File: config.mk
export PLATFORM = sky130hd
export DESIGN_NAME = acb_setup_bank
export DESIGN_NICKNAME = d
export VERILOG_FILES = /design/src/verilog/acb_pkg.sv /design/src/verilog/acb_setup_bank.sv /design/src/verilog/acb_setup_decode.sv
export VERILOG_INCLUDE_DIRS = /design/src /design/src/verilog
export SDC_FILE = /design/constraint.sdc
export NUM_CORES = 1
export LEC_CHECK = 0
export BUFFER_PORTS_ARGS = -buffer_cell sky130_fd_sc_hd__buf_2
export CAP_MARGIN = 20
export CORE_ASPECT_RATIO = 1.75
export CORE_MARGIN = 5
export CORE_UTILIZATION = 30
export CTS_BUF_LIST = sky130_fd_sc_hd__clkbuf_8
export DETAILED_ROUTE_END_ITERATION = 7
export SLEW_MARGIN = 30
export SYNTH_ARGS = -nofsm -noshare
export SYNTH_HDL_FRONTEND = slang
export SYNTH_HIERARCHICAL = 1
export SYNTH_SLANG_ARGS = --single-unit
export TNS_END_PERCENT = 50
File: constraint.sdc
create_clock -name core_clk -period 9 [get_ports core_clk]
set_clock_uncertainty 0.1 [all_clocks]
set_input_delay 0.9 -clock core_clk [delete_from_list [all_inputs] [get_ports core_clk]]
set_output_delay 0.9 -clock core_clk [all_outputs]
set_load 0.01 [all_outputs]
File: src/verilog/acb_defines.svh
/*
  Constants of the setup configuration bank: register indices, field
  positions, reset values and decoded current magnitudes.
  Assumes inclusion by bare name from the package and the modules.
*/
`ifndef ACB_DEFINES_SVH
`define ACB_DEFINES_SVH

`define ACB_NUM_SETUPS     8
`define ACB_APB_ADDR_W     12

// Register indices; byte address is four times the index
`define ACB_CFG_FIRST_IDX  8'h19
`define ACB_CFG_LAST_IDX   8'h20
`define ACB_OFFS_FIRST_IDX 8'h29
`define ACB_OFFS_LAST_IDX  8'h30

`define ACB_CFG_RST        16'h0000
`define ACB_OFFS_RST       16'h8000

// Field positions inside a setup word
`define ACB_EXC_B_HI       15
`define ACB_EXC_B_LO       13
`define ACB_EXC_A_HI       12
`define ACB_EXC_A_LO       10
`define ACB_BURN_HI        9
`define ACB_BURN_LO        8
`define ACB_REF_POS_BIT    7
`define ACB_REF_NEG_BIT    6
`define ACB_REF_SEL_HI     5
`define ACB_REF_SEL_LO     4
`define ACB_GAIN_HI        3
`define ACB_GAIN_LO        1
`define ACB_BYPASS_BIT     0

// Excitation magnitudes in nA
`define ACB_EXC_NA_OFF     18'h00000
`define ACB_EXC_NA_10UA    18'h02710
`define ACB_EXC_NA_20UA    18'h04e20
`define ACB_EXC_NA_50UA    18'h0c350
`define ACB_EXC_NA_100UA   18'h186a0
`define ACB_EXC_NA_150UA   18'h249f0
`define ACB_EXC_NA_200UA   18'h30d40
`define ACB_EXC_NA_100NA   18'h00064

// Open-wire current in nA
`define ACB_BURN_NA_OFF    12'h000
`define ACB_BURN_NA_0U5    12'h1f4
`define ACB_BURN_NA_2U     12'h7d0
`define ACB_BURN_NA_4U     12'hfa0

`define ACB_GAIN_UNITY     8'h01

`endif

File: src/verilog/acb_pkg.sv
/*
  Types shared by the setup configuration bank: bus carriers, reference
  choice, decoded setup and bus phase.
  Assumes acb_defines.svh is on the include path.
*/
`include "acb_defines.svh"

package acb_pkg;

  typedef struct packed {
    logic [`ACB_APB_ADDR_W-1:0] paddr;
    logic                       psel;
    logic                       penable;
    logic                       pwrite;
    logic [31:0]                pwdata;
    logic [3:0]                 pstrb;
  } acb_apb_req_t;

  typedef struct packed {
    logic [31:0] prdata;
    logic        pready;
    logic        pslverr;
  } acb_apb_rsp_t;

  typedef enum logic [1:0] {
    ext_ref_pair_one    = 2'h0,
    ext_ref_pair_two    = 2'h1,
    internal_ref_output = 2'h2,
    analog_supply_ref   = 2'h3
  } acb_ref_sel_t;

  typedef struct packed {
    logic [2:0]   excite_source_b_level;
    logic [17:0]  excite_b_na;
    logic [2:0]   excite_source_a_level;
    logic [17:0]  excite_a_na;
    logic [1:0]   burnout_level;
    logic [11:0]  burnout_na;
    logic         ref_pos_buffer_on;
    logic         ref_neg_buffer_on;
    acb_ref_sel_t ref_sel;
    logic         amp_bypass;
    logic [2:0]   amp_gain_code;
    logic [7:0]   amp_gain;
  } acb_setup_act_t;

  typedef enum logic [0:0] {
    acb_ph_idle,
    acb_ph_ready
  } acb_phase_t;

endpackage

File: src/verilog/acb_setup_bank.sv
/*
  Bank of setup configuration words with per-setup offset storage,
  reached over APB, driving the controls of the setup that the active
  channel selects.
  Assumes an APB master on core_clk and a channel sequencer that supplies
  the active setup index and offset calibration results.
*/
`timescale 1ns/10ps
`include "acb_defines.svh"

module acb_setup_bank
  import acb_pkg::*;
#(
  parameter int NUM_SETUPS = `ACB_NUM_SETUPS
)(
  input  wire logic                          core_clk,
  input  wire logic                          sys_rst,
  input  wire logic                          clk_en,
  input  acb_apb_req_t                       apb_req,
  output acb_apb_rsp_t                       apb_rsp,
  input  wire logic [$clog2(NUM_SETUPS)-1:0] active_setup,
  input  wire logic                          cal_valid,
  input  wire logic [15:0]                   cal_offset,
  output acb_setup_act_t                     active_settings,
  output logic [15:0]                        active_offset
);

  localparam int SEL_W  = $clog2(NUM_SETUPS);
  localparam int WORD_W = `ACB_APB_ADDR_W - 2;

  typedef struct packed {
    acb_phase_t                       phase;
    logic [31:0]                      rd_data;
    logic                             slverr;
    logic [NUM_SETUPS-1:0][15:0]      cfg;
    logic [NUM_SETUPS-1:0][15:0]      offs;
    acb_setup_act_t                   act;
    logic [15:0]                      offs_act;
  } acb_state_t;

  function automatic acb_state_t rst_state();
    acb_state_t s;
    s = '0;
    s.phase = acb_ph_idle;
    for (int i = 0; i < NUM_SETUPS; i++) begin
      s.cfg[i]  = `ACB_CFG_RST;
      s.offs[i] = `ACB_OFFS_RST;
    end
    s.act.amp_gain = `ACB_GAIN_UNITY;
    s.offs_act     = `ACB_OFFS_RST;
    return s;
  endfunction

  // Word aligned and inside [first, last]
  function automatic logic in_range(input logic [`ACB_APB_ADDR_W-1:0] a,
                                    input logic [7:0]                  first,
                                    input logic [7:0]                  last);
    logic [WORD_W-1:0] w;
    w = a[`ACB_APB_ADDR_W-1:2];
    in_range = (a[1:0] == 2'h0) && (w >= WORD_W'(first)) && (w <= WORD_W'(last));
  endfunction

  function automatic logic [SEL_W-1:0] slot_of(input logic [`ACB_APB_ADDR_W-1:0] a,
                                               input logic [7:0]                  first);
    logic [WORD_W-1:0] d;
    d = a[`ACB_APB_ADDR_W-1:2] - WORD_W'(first);
    slot_of = d[SEL_W-1:0];
  endfunction

  // Only the two low byte lanes carry register bits
  function automatic logic [15:0] merge(input logic [15:0] old,
                                        input logic [31:0] wd,
                                        input logic [3:0]  strb);
    merge = old;
    if (strb[0]) begin
      merge[7:0] = wd[7:0];
    end
    if (strb[1]) begin
      merge[15:8] = wd[15:8];
    end
  endfunction

  acb_state_t        st;
  acb_state_t        next_st;
  acb_setup_act_t    dec_act;
  logic [15:0]       sel_word;
  logic              hit_cfg;
  logic              hit_offs;
  logic [SEL_W-1:0]  slot_cfg;
  logic [SEL_W-1:0]  slot_offs;
  logic              bus_setup;
  logic              bus_ready;
  logic              bus_done;

  assign sel_word  = st.cfg[active_setup];
  assign hit_cfg   = in_range(apb_req.paddr, `ACB_CFG_FIRST_IDX, `ACB_CFG_LAST_IDX);
  assign hit_offs  = in_range(apb_req.paddr, `ACB_OFFS_FIRST_IDX, `ACB_OFFS_LAST_IDX);
  assign slot_cfg  = slot_of(apb_req.paddr, `ACB_CFG_FIRST_IDX);
  assign slot_offs = slot_of(apb_req.paddr, `ACB_OFFS_FIRST_IDX);
  // A setup cycle missed while frozen is still taken in the access phase
  assign bus_setup = apb_req.psel;
  // A frozen block must not let the master finish a transfer
  assign bus_ready = (st.phase == acb_ph_ready) && clk_en;
  assign bus_done  = apb_req.psel && apb_req.penable && bus_ready;

  acb_setup_decode u_decode (
    .cfg_word (sel_word),
    .act      (dec_act)
  );

  always_comb begin
    next_st = st;
    case (st.phase)
      acb_ph_idle: begin
        if (bus_setup) begin
          next_st.phase  = acb_ph_ready;
          next_st.slverr = !(hit_cfg || hit_offs);
          if (hit_cfg) begin
            next_st.rd_data = {16'h0000, st.cfg[slot_cfg]};
          end else if (hit_offs) begin
            next_st.rd_data = {16'h0000, st.offs[slot_offs]};
          end else begin
            next_st.rd_data = 32'h0000_0000;
          end
        end
      end
      acb_ph_ready: begin
        if (bus_done) begin
          next_st.phase = acb_ph_idle;
          if (apb_req.pwrite && hit_cfg) begin
            next_st.cfg[slot_cfg] = merge(st.cfg[slot_cfg], apb_req.pwdata,
                                          apb_req.pstrb);
          end
          if (apb_req.pwrite && hit_offs) begin
            next_st.offs[slot_offs] = merge(st.offs[slot_offs], apb_req.pwdata,
                                            apb_req.pstrb);
          end
        end else if (!apb_req.psel) begin
          next_st.phase = acb_ph_idle;
        end
      end
      default: begin
        next_st.phase = acb_ph_idle;
      end
    endcase
    // Calibration lands after the bus write so hardware wins a tie
    if (cal_valid) begin
      next_st.offs[active_setup] = cal_offset;
    end
    next_st.act      = dec_act;
    next_st.offs_act = st.offs[active_setup];
  end

  always_ff @(posedge core_clk) begin
    if (sys_rst) begin
      st <= rst_state();
    end else if (clk_en) begin
      st <= next_st;
    end
  end

  assign apb_rsp.prdata  = st.rd_data;
  assign apb_rsp.pready  = apb_req.psel && apb_req.penable && bus_ready;
  assign apb_rsp.pslverr = apb_req.psel && apb_req.penable && bus_ready && st.slverr;
  assign active_settings = st.act;
  assign active_offset   = st.offs_act;
endmodule

File: src/verilog/acb_setup_decode.sv
/*
  Turns one raw setup word into the analog front-end controls.
  Purely combinational; the bank registers its result.
*/
`timescale 1ns/10ps
`include "acb_defines.svh"

module acb_setup_decode
  import acb_pkg::*;
(
  input  wire logic [15:0]    cfg_word,
  output acb_setup_act_t      act
);

  function automatic logic [17:0] excite_na(input logic [2:0] code);
    case (code)
      3'h0:    excite_na = `ACB_EXC_NA_OFF;
      3'h1:    excite_na = `ACB_EXC_NA_10UA;
      3'h2:    excite_na = `ACB_EXC_NA_20UA;
      3'h3:    excite_na = `ACB_EXC_NA_50UA;
      3'h4:    excite_na = `ACB_EXC_NA_100UA;
      3'h5:    excite_na = `ACB_EXC_NA_150UA;
      3'h6:    excite_na = `ACB_EXC_NA_200UA;
      default: excite_na = `ACB_EXC_NA_100NA;
    endcase
  endfunction

  always_comb begin
    act.excite_source_b_level = cfg_word[`ACB_EXC_B_HI:`ACB_EXC_B_LO];
    act.excite_b_na           = excite_na(act.excite_source_b_level);
    act.excite_source_a_level = cfg_word[`ACB_EXC_A_HI:`ACB_EXC_A_LO];
    act.excite_a_na           = excite_na(act.excite_source_a_level);
    act.burnout_level         = cfg_word[`ACB_BURN_HI:`ACB_BURN_LO];
    case (act.burnout_level)
      2'h0:    act.burnout_na = `ACB_BURN_NA_OFF;
      2'h1:    act.burnout_na = `ACB_BURN_NA_0U5;
      2'h2:    act.burnout_na = `ACB_BURN_NA_2U;
      default: act.burnout_na = `ACB_BURN_NA_4U;
    endcase
    act.ref_pos_buffer_on = cfg_word[`ACB_REF_POS_BIT];
    act.ref_neg_buffer_on = cfg_word[`ACB_REF_NEG_BIT];
    act.ref_sel = acb_ref_sel_t'(cfg_word[`ACB_REF_SEL_HI:`ACB_REF_SEL_LO]);
    act.amp_bypass = cfg_word[`ACB_BYPASS_BIT];
    if (act.amp_bypass) begin
      // Bypass masks the gain field entirely
      act.amp_gain_code = 3'h0;
      act.amp_gain      = `ACB_GAIN_UNITY;
    end else begin
      act.amp_gain_code = cfg_word[`ACB_GAIN_HI:`ACB_GAIN_LO];
      act.amp_gain      = `ACB_GAIN_UNITY << act.amp_gain_code;
    end
  end

endmodule
==> summary.md, run 1 <==
| Metric | Value |
|---|---|
| Max_cap viols | `0` |
| Total Die Area | `72940 sq um` |
| H-tree Lvls | `2` |
| Initial antenna violation count | `6` |
| Dpl cell area | `20500 sq um` |
| Hold Crit Start | `st[268]$_SDFFE_PP0P_` |
| Seq pwr share | `46.3%` |
| Final non-filler cell total | `2958` |
| Fill count | `6859` |
| Final worst slack | `4.613 ns` |
| Post-cts repair resize count | `0` |
| Tmin final | `4.387 ns` |
| Critical Path RT | `9.44 ns` |
| Hold Fails Final Rpt | `0` |
| Cell taking the most area after synthesis | `dfxtp_1` |
| CORE AREA | `67160 sq um` |
| Final setup viols | `0` |
| RSZ-0062 raised after global routing | `false` |
| Num ports | `196` |
| Largest family of logic cells by synthesized area | `compound AO/OA/AOI/OAI gates` |
| Place WS | `3.986 ns` |
| Avg Inst Size Synth | `9.649 sq um` |
| # port buffers | `161` |
| GRT Util Overall | `19.03%` |
| Final HPWL DP | `47080 um` |
| TritonCTS Buffers | `57` |
| Final ANT Viol Nets | `0` |
| Mapped Area | `20230 sq um` |
| Final period util | `48.74%` |
| First DRT Iteration DRCs | `1567` |
| Worst R2R Setup Slack | `5.91 ns` |
| DRC | `0` |
| Syn-to-layout area delta | `7.328%` |
| WL/cell | `24.46 um` |
| Core Rows | `126` |
| Root buf cell | `clkbuf_8` |
| Synth Instances | `2097` |
| Largest net degree at the start of global routing | `92` |
| Layout cell share with drive strength beyond 1 | `25.79%` |
| First-pass iteration count of the detailed router | `7` |
| Pwr per Cell Area | `163.3 nW/um^2` |
| EDFF count, synth | `0` |
| Status | `complete, no violations` |
| Crit Path Max Fanout | `45` |
| Initial cell density of the core | `30.13%` |
| DR vias/cell | `5.707` |
| Switching fraction of total power | `28.23%` |
| Fin area | `21720 sq um` |
| Fin nets | `2099` |
| Inst Count DP | `2856` |
| Synth warn | `6` |
| Max Clk Rate | `228.0 MHz` |
| Synth top area share | `35.82%` |
| FF-to-FF End | `st[178]$_SDFFE_PP0P_` |
| Reg2reg path depth | `6` |
| Multiplexer area fraction after synthesis | `17.90%` |
| Post-Synth Simple-Gate Area | `13.00%` |
| Die Wd | `206.3 um` |
| Gate power share | `11.4%` |
| FFs w/ async S/R, synth | `0%` |
| Drt total wl | `72340 um` |
| Hold Path Sink | `st[268]$_SDFFE_PP0P_` |
| Pleak | `8.045 nW` |
| Type of the tightest min-delay check | `register to register` |
| Kind of critical path | `primary input to register` |
| CP arrival | `4.82 ns` |
| Startpoint Class | `primary input` |
| Slew Limit Fails | `0` |
| Core Util, Final | `32.33%` |
| Clock share of power | `42.3%` |
| Postcts setup bufs | `0` |
| Synth Flop Type | `dfxtp_1` |
| Critical Path End Type | `register` |
| Seq/Total Area, Yosys | `35.82%` |
| Latest clock arrival within the worst-skew pair | `0.66 ns` |
| Hold-fix buffers, CTS | `0` |
| CTS tree | `done` |
| Switching power | `0.001001 W` |
| Clk sink count | `362` |
| Setup TNS | `0 ns` |
| Clk buf depth | `3` |
| Gpl congestion | `0.8607` |
| Tightest Pin Transition | `1.096 ns` |
| Compound-Gate Fraction of Synth Area | `21.51%` |
| Grt ovf | `0` |
| Cell Int Power | `0.002545 W` |
| Hold path depth | `2` |
| Relative slew slack | `26.94%` |
| Wire length of the first global-routing pass | `107000 um` |
| DR vias | `16880` |
| Die height | `353.6 um` |
| Synth area leaders | `dfxtp_1, mux4_2, mux2i_1, buf_4, o221a_1` |
| Worst r2r src | `st[377]$_SDFFE_PP0P_` |
| Adder-cell share of the synthesized area | `0.3710%` |
| Synth Area in XOR/XNOR | `0.5627%` |
| FF+latch count, synth | `362` |
| Clock transition at path regs | `0.07 ns` |
| Vias in the first global route | `16950` |
| Synth unique cells | `85` |
| VDD IR-drop max | `0.1097 mV` |
==> how the worst max path moves through the flow <==
stage,from,to
after floorplan,active_setup[0],active_settings[26]$_SDFFE_PP0P_
after global placement,apb_req[41],apb_rsp[5]$_SDFFE_PP0P_
after detailed placement,apb_req[41],apb_rsp[5]$_SDFFE_PP0P_
after CTS,apb_req[41],apb_rsp[5]$_SDFFE_PP0P_
after global routing,apb_req[41],st[240]$_SDFFE_PP0P_
final,apb_req[41],apb_rsp[5]$_SDFFE_PP0P_
==> state kept, by name (all words and copies together) (netlist names) <==
| register | flops |
|---|---|
| active_settings | 72 |
| st | 258 |
| apb_rsp | 16 |
| active_offset | 16 |
==> power groups by stage <==
| stage | clock [W] | combinational [W] | sequential [W] |
|---|---|---|---|
| after floorplan | 0 | 0.000295 | 0.00167 |
| after global placement | 0 | 0.000391 | 0.00168 |
| after detailed placement | 0 | 0.000398 | 0.00168 |
| after CTS | 0.00153 | 0.000399 | 0.00164 |
| after global routing | 0.00159 | 0.000425 | 0.00164 |
| final | 0.00150 | 0.000404 | 0.00164 |
==> routing by layer <==
layer  up-vias  part of all wire (%)  track usage (%)
met5         -                 0.057                0
met4         6                   7.5            12.88
met3       323                   9.3            4.334
met2       950                    48            31.94
met1      8099                    35            21.22
li1       7503                     -                -
==> worst max-delay path, cell delays in order <==
cell     delay, ns
buf_4         0.51
inv_2         0.07
ha_1          0.36
xnor2_4       0.83
buf_4         0.72
mux4_2        0.41
mux2i_1       0.36
o21ai_0       0.28
o221a_2       0.30
==> Yosys cell counts, drive strengths merged, types with 19 or more instances <==
| cell type | instances |
|---|---|
| mux2 | 41 |
| nor4 | 19 |
| clkbuf | 109 |
| dfxtp | 362 |
| nand3 | 131 |
| nor2 | 195 |
| nor2b | 27 |
| a211oi | 40 |
| mux4 | 74 |
| o221a | 123 |
| a21oi | 136 |
| nand2b | 28 |
| buf | 246 |
| a22oi | 30 |
| mux2i | 148 |
| o21ai | 151 |
| nand2 | 53 |
==> metrics by stage <==
step	total power [W]	hold WS (ns)
after floorplan	0.001967	0.3429
after global placement	0.002067	0.3608
after detailed placement	0.002076	0.3653
after CTS	0.003570	0.3595
after global routing	0.003657	0.3815
final	0.003546	0.3768
==> kinds of logic (layout without fill, tap and decap cells) <==
group,after synthesis,in the layout
AO/OA/AOI/OAI,579,579
AND/OR/NAND/NOR,509,509
buffers and inverters,366,303
flip-flops,362,362
multiplexers,263,263
XOR/XNOR,10,10
adder cells (fa/ha/maj),6,6
other,2,30
==> layout by cell type, fill, tap and decap left out, types with 6 or more instances in the layout <==
master / netlist / final
clkbuf_8: 0 / 75
a21oi_2: 6 / 6
buf_4: 157 / 33
dfxtp_1: 362 / 362
nor4_2: 8 / 8
a21oi_4: 6 / 6
nor2_1: 194 / 191
o22a_1: 14 / 14
o22ai_1: 10 / 10
nand2_1: 53 / 53
ha_1: 6 / 6
a2bb2oi_1: 7 / 7
conb_1: 2 / 27
a31oi_1: 10 / 10
mux4_2: 71 / 71
a21oi_1: 124 / 124
o221a_1: 72 / 72
xnor2_1: 8 / 8
inv_1: 8 / 18
or4_1: 8 / 6
a22oi_1: 30 / 30
nand2b_1: 24 / 23
nor4_4: 7 / 7
buf_2: 37 / 156
o21ai_1: 65 / 68
clkinv_2: 0 / 9
a211o_1: 6 / 6
mux2i_1: 148 / 148
o21ai_2: 12 / 15
and2_1: 6 / 6
o221a_2: 51 / 51
mux2_2: 41 / 41
a221oi_1: 12 / 12
nand3_1: 131 / 131
a211oi_1: 40 / 40
nor2b_1: 26 / 25
nor3_1: 11 / 10
o21ai_0: 73 / 66
==> layout make-up <==
type / instances / area [sq um] / share of cell area (%)
inverter: 11 / 42.54 / 0.1959
timing repair buffer: 193 / 1085 / 4.995
clock buffer: 74 / 1018 / 4.690
antenna: 3 / 7.507 / 0.03457
tap: 896 / 1121 / 5.163
multi-input combinational: 1394 / 11020 / 50.74
sequential: 362 / 7247 / 33.37
clock inverter: 25 / 176.4 / 0.8124
Power figures use the tool's default switching activity.
==> inputs of run 2 (changes only) <==
clock period = 4.25 ns   (was 9 ns; I/O delays follow)
==> summary.md, run 2 (same netlist as run 1, synthesis figures left out) <==
| Metric | Value |
|---|---|
| Slowest Stage Delay on Critical Path | `0.70 ns` |
| Latest clock arrival within the worst-skew pair | `0.68 ns` |
| DR vias/cell | `5.726` |
| Slew Limit Fails | `0` |
| Setup crit end | `st[311]$_SDFFE_PP0P_` |
| Switching fraction of total power | `28.28%` |
| DR vias | `17190` |
| RSZ-0062 raised after global routing | `false` |
| Root buf cell | `clkbuf_8` |
| Clock transition at path regs | `0.07 ns` |
| Slowest cell on the critical path | `nor2b_1` |
| Seq pwr share | `47.0%` |
| Final HPWL DP | `48780 um` |
| Gpl congestion | `0.9344` |
| Clock share of power | `41.3%` |
| Worst r2r src | `st[377]$_SDFFE_PP0P_` |
| Status | `complete, no violations` |
| H-tree Lvls | `2` |
| Pleak | `8.252 nW` |
| Max FFs per register | `258` |
| Type of the tightest min-delay check | `primary input to register` |
| Largest net degree at the start of global routing | `129` |
| Cell Chain, Critical Path | `buf_4, inv_2, ha_1, buf_4, nor2b_1, a221oi_1, o22ai_1, o211ai_1, o21ai_0` |
| Start point of the critical path | `apb_req[41]` |
| Critical Path RT | `4.72 ns` |
| Final setup viols | `0` |
| VDD IR-drop max | `0.2086 mV` |
| TritonCTS Buffers | `56` |
| Final ANT Viol Nets | `0` |
| First DRT Iteration DRCs | `1604` |
| Initial antenna violation count | `6` |
| Final period util | `74.42%` |
| Tightest Pin Transition | `0.9683 ns` |
| Drt total wl | `71830 um` |
| Leading cell types in the layout, fill and taps excluded | `dfxtp_1, nor2_1, buf_2, mux2i_1, nand3_1` |
| CTS tree | `done` |
| Fin nets | `2138` |
| Relative slew slack | `35.32%` |
| WP depth | `9` |
| Grt ovf | `0` |
| Num ports | `196` |
| Reg2reg path depth | `6` |
| FF-to-FF End | `st[98]$_SDFFE_PP0P_` |
| Delay-heaviest family, CP | `compound AO/OA/AOI/OAI gates` |
| Critical Path End Type | `register` |
| Clk buf depth | `3` |
| WL/cell | `23.93 um` |
| Kind of critical path | `primary input to register` |
| Worst R2R Setup Slack | `1.56 ns` |
| Startpoint Class | `primary input` |
| CP arrival | `3.64 ns` |
| WP buf/inv | `3` |
| Setup TNS | `0 ns` |
| Postcts setup bufs | `0` |
| CORE AREA | `67160 sq um` |
| Initial cell density of the core | `30.13%` |
| Switching power | `0.002094 W` |
| Die height | `353.6 um` |
| Core Util, Final | `32.76%` |
| Syn-to-layout area delta | `8.750%` |
| Core Rows | `126` |
| Post-cts repair resize count | `0` |
| Most flop-heavy register | `st` |
| Most used cell, CP | `buf_4` |
| Die Wd | `206.3 um` |
| Cell Int Power | `0.005310 W` |
| Gate power share | `11.7%` |
| Max Clk Rate | `316.2 MHz` |
| Crit Path Max Fanout | `39` |
| Pwr per Cell Area | `336.5 nW/um^2` |
| # port buffers | `161` |
| Tmin final | `3.163 ns` |
| Hold-fix buffers, CTS | `3` |
| Max_cap viols | `0` |
| Wire length of the first global-routing pass | `106400 um` |
| Layout cell share with drive strength beyond 1 | `26.40%` |
| GRT Util Overall | `18.83%` |
| Vias in the first global route | `17170` |
| DRC | `0` |
| Most common cell after layout, fill and taps aside | `dfxtp_1` |
| Hold Fails Final Rpt | `0` |
| Clk sink count | `362` |
| Total Die Area | `72940 sq um` |
| First-pass iteration count of the detailed router | `6` |
## run 2: power groups by stage
| stage | Sequential, W | Clock (W) | Combinational (W) |
|---|---|---|---|
| floorplan | 0.00354 | 0 | 0.000624 |
| global placement | 0.00355 | 0 | 0.000845 |
| detailed placement | 0.00355 | 0 | 0.000856 |
| CTS | 0.00348 | 0.00312 | 0.000860 |
| global route | 0.00348 | 0.00325 | 0.000911 |
| finish | 0.00348 | 0.00306 | 0.000868 |
## run 2: layout make-up
| class | instances | area (sq um) |
|---|---|---|
| antenna | 3 | 7.507 |
| clock buffer | 72 | 991.0 |
| clock inverter | 30 | 161.4 |
| fill | 6940 | 45160 |
| inverter | 11 | 42.54 |
| multi-input combinational | 1394 | 10980 |
| sequential | 362 | 7247 |
| tap | 896 | 1121 |
| timing repair buffer | 233 | 1455 |
## run 2: stage by stage
step | hold slack, ns | area, sq um | setup WS (ns) | power (W) | std cells
2_1_floorplan | 0.3429 | 20330 | 1.028 | 0.004165 | 2122
6_report | 0.03145 | 22000 | 1.087 | 0.007405 | 3001
3_5_place_dp | 0.3587 | 20810 | 0.5031 | 0.004411 | 2893
5_1_grt | 0.05818 | 22000 | 0.9096 | 0.007647 | 2999
4_1_cts | 0.001559 | 22000 | 1.205 | 0.007464 | 2998
3_3_place_gp | 0.3589 | 20800 | 0.5250 | 0.004397 | 2893
## run 2: metal layers
layer | vias up | track usage (%) | wire length (um)
met5 | - | 0 | 47
met4 | 6 | 12.51 | 5228
met3 | 305 | 3.244 | 5353
met2 | 913 | 32.67 | 35320
met1 | 8355 | 20.83 | 25880
li1 | 7606 | - | -
## run 2: worst min path at each step
stage | start | end | slack, ns | depth (start not counted)
global placement | active_offset[15]$_SDFFE_PP1P_ | active_offset[15]$_SDFFE_PP1P_ | 0.36 | 2
detailed placement | active_settings[0]$_SDFFE_PP1P_ | active_settings[0]$_SDFFE_PP1P_ | 0.36 | 2
floorplan | active_settings[0]$_SDFFE_PP1P_ | active_settings[0]$_SDFFE_PP1P_ | 0.34 | 2
finish | cal_offset[3] | st[91]$_SDFFE_PP0P_ | 0.03 | 4
global route | cal_offset[15] | st[183]$_SDFFE_PP1P_ | 0.06 | 3
CTS | cal_offset[3] | st[91]$_SDFFE_PP0P_ | 0.002 | 4
## run 2: worst min-delay path: stages
cell     delay (ns)
buf_2          0.11
nor2_1         0.09
nor2_1         0.04
o221a_1        0.10
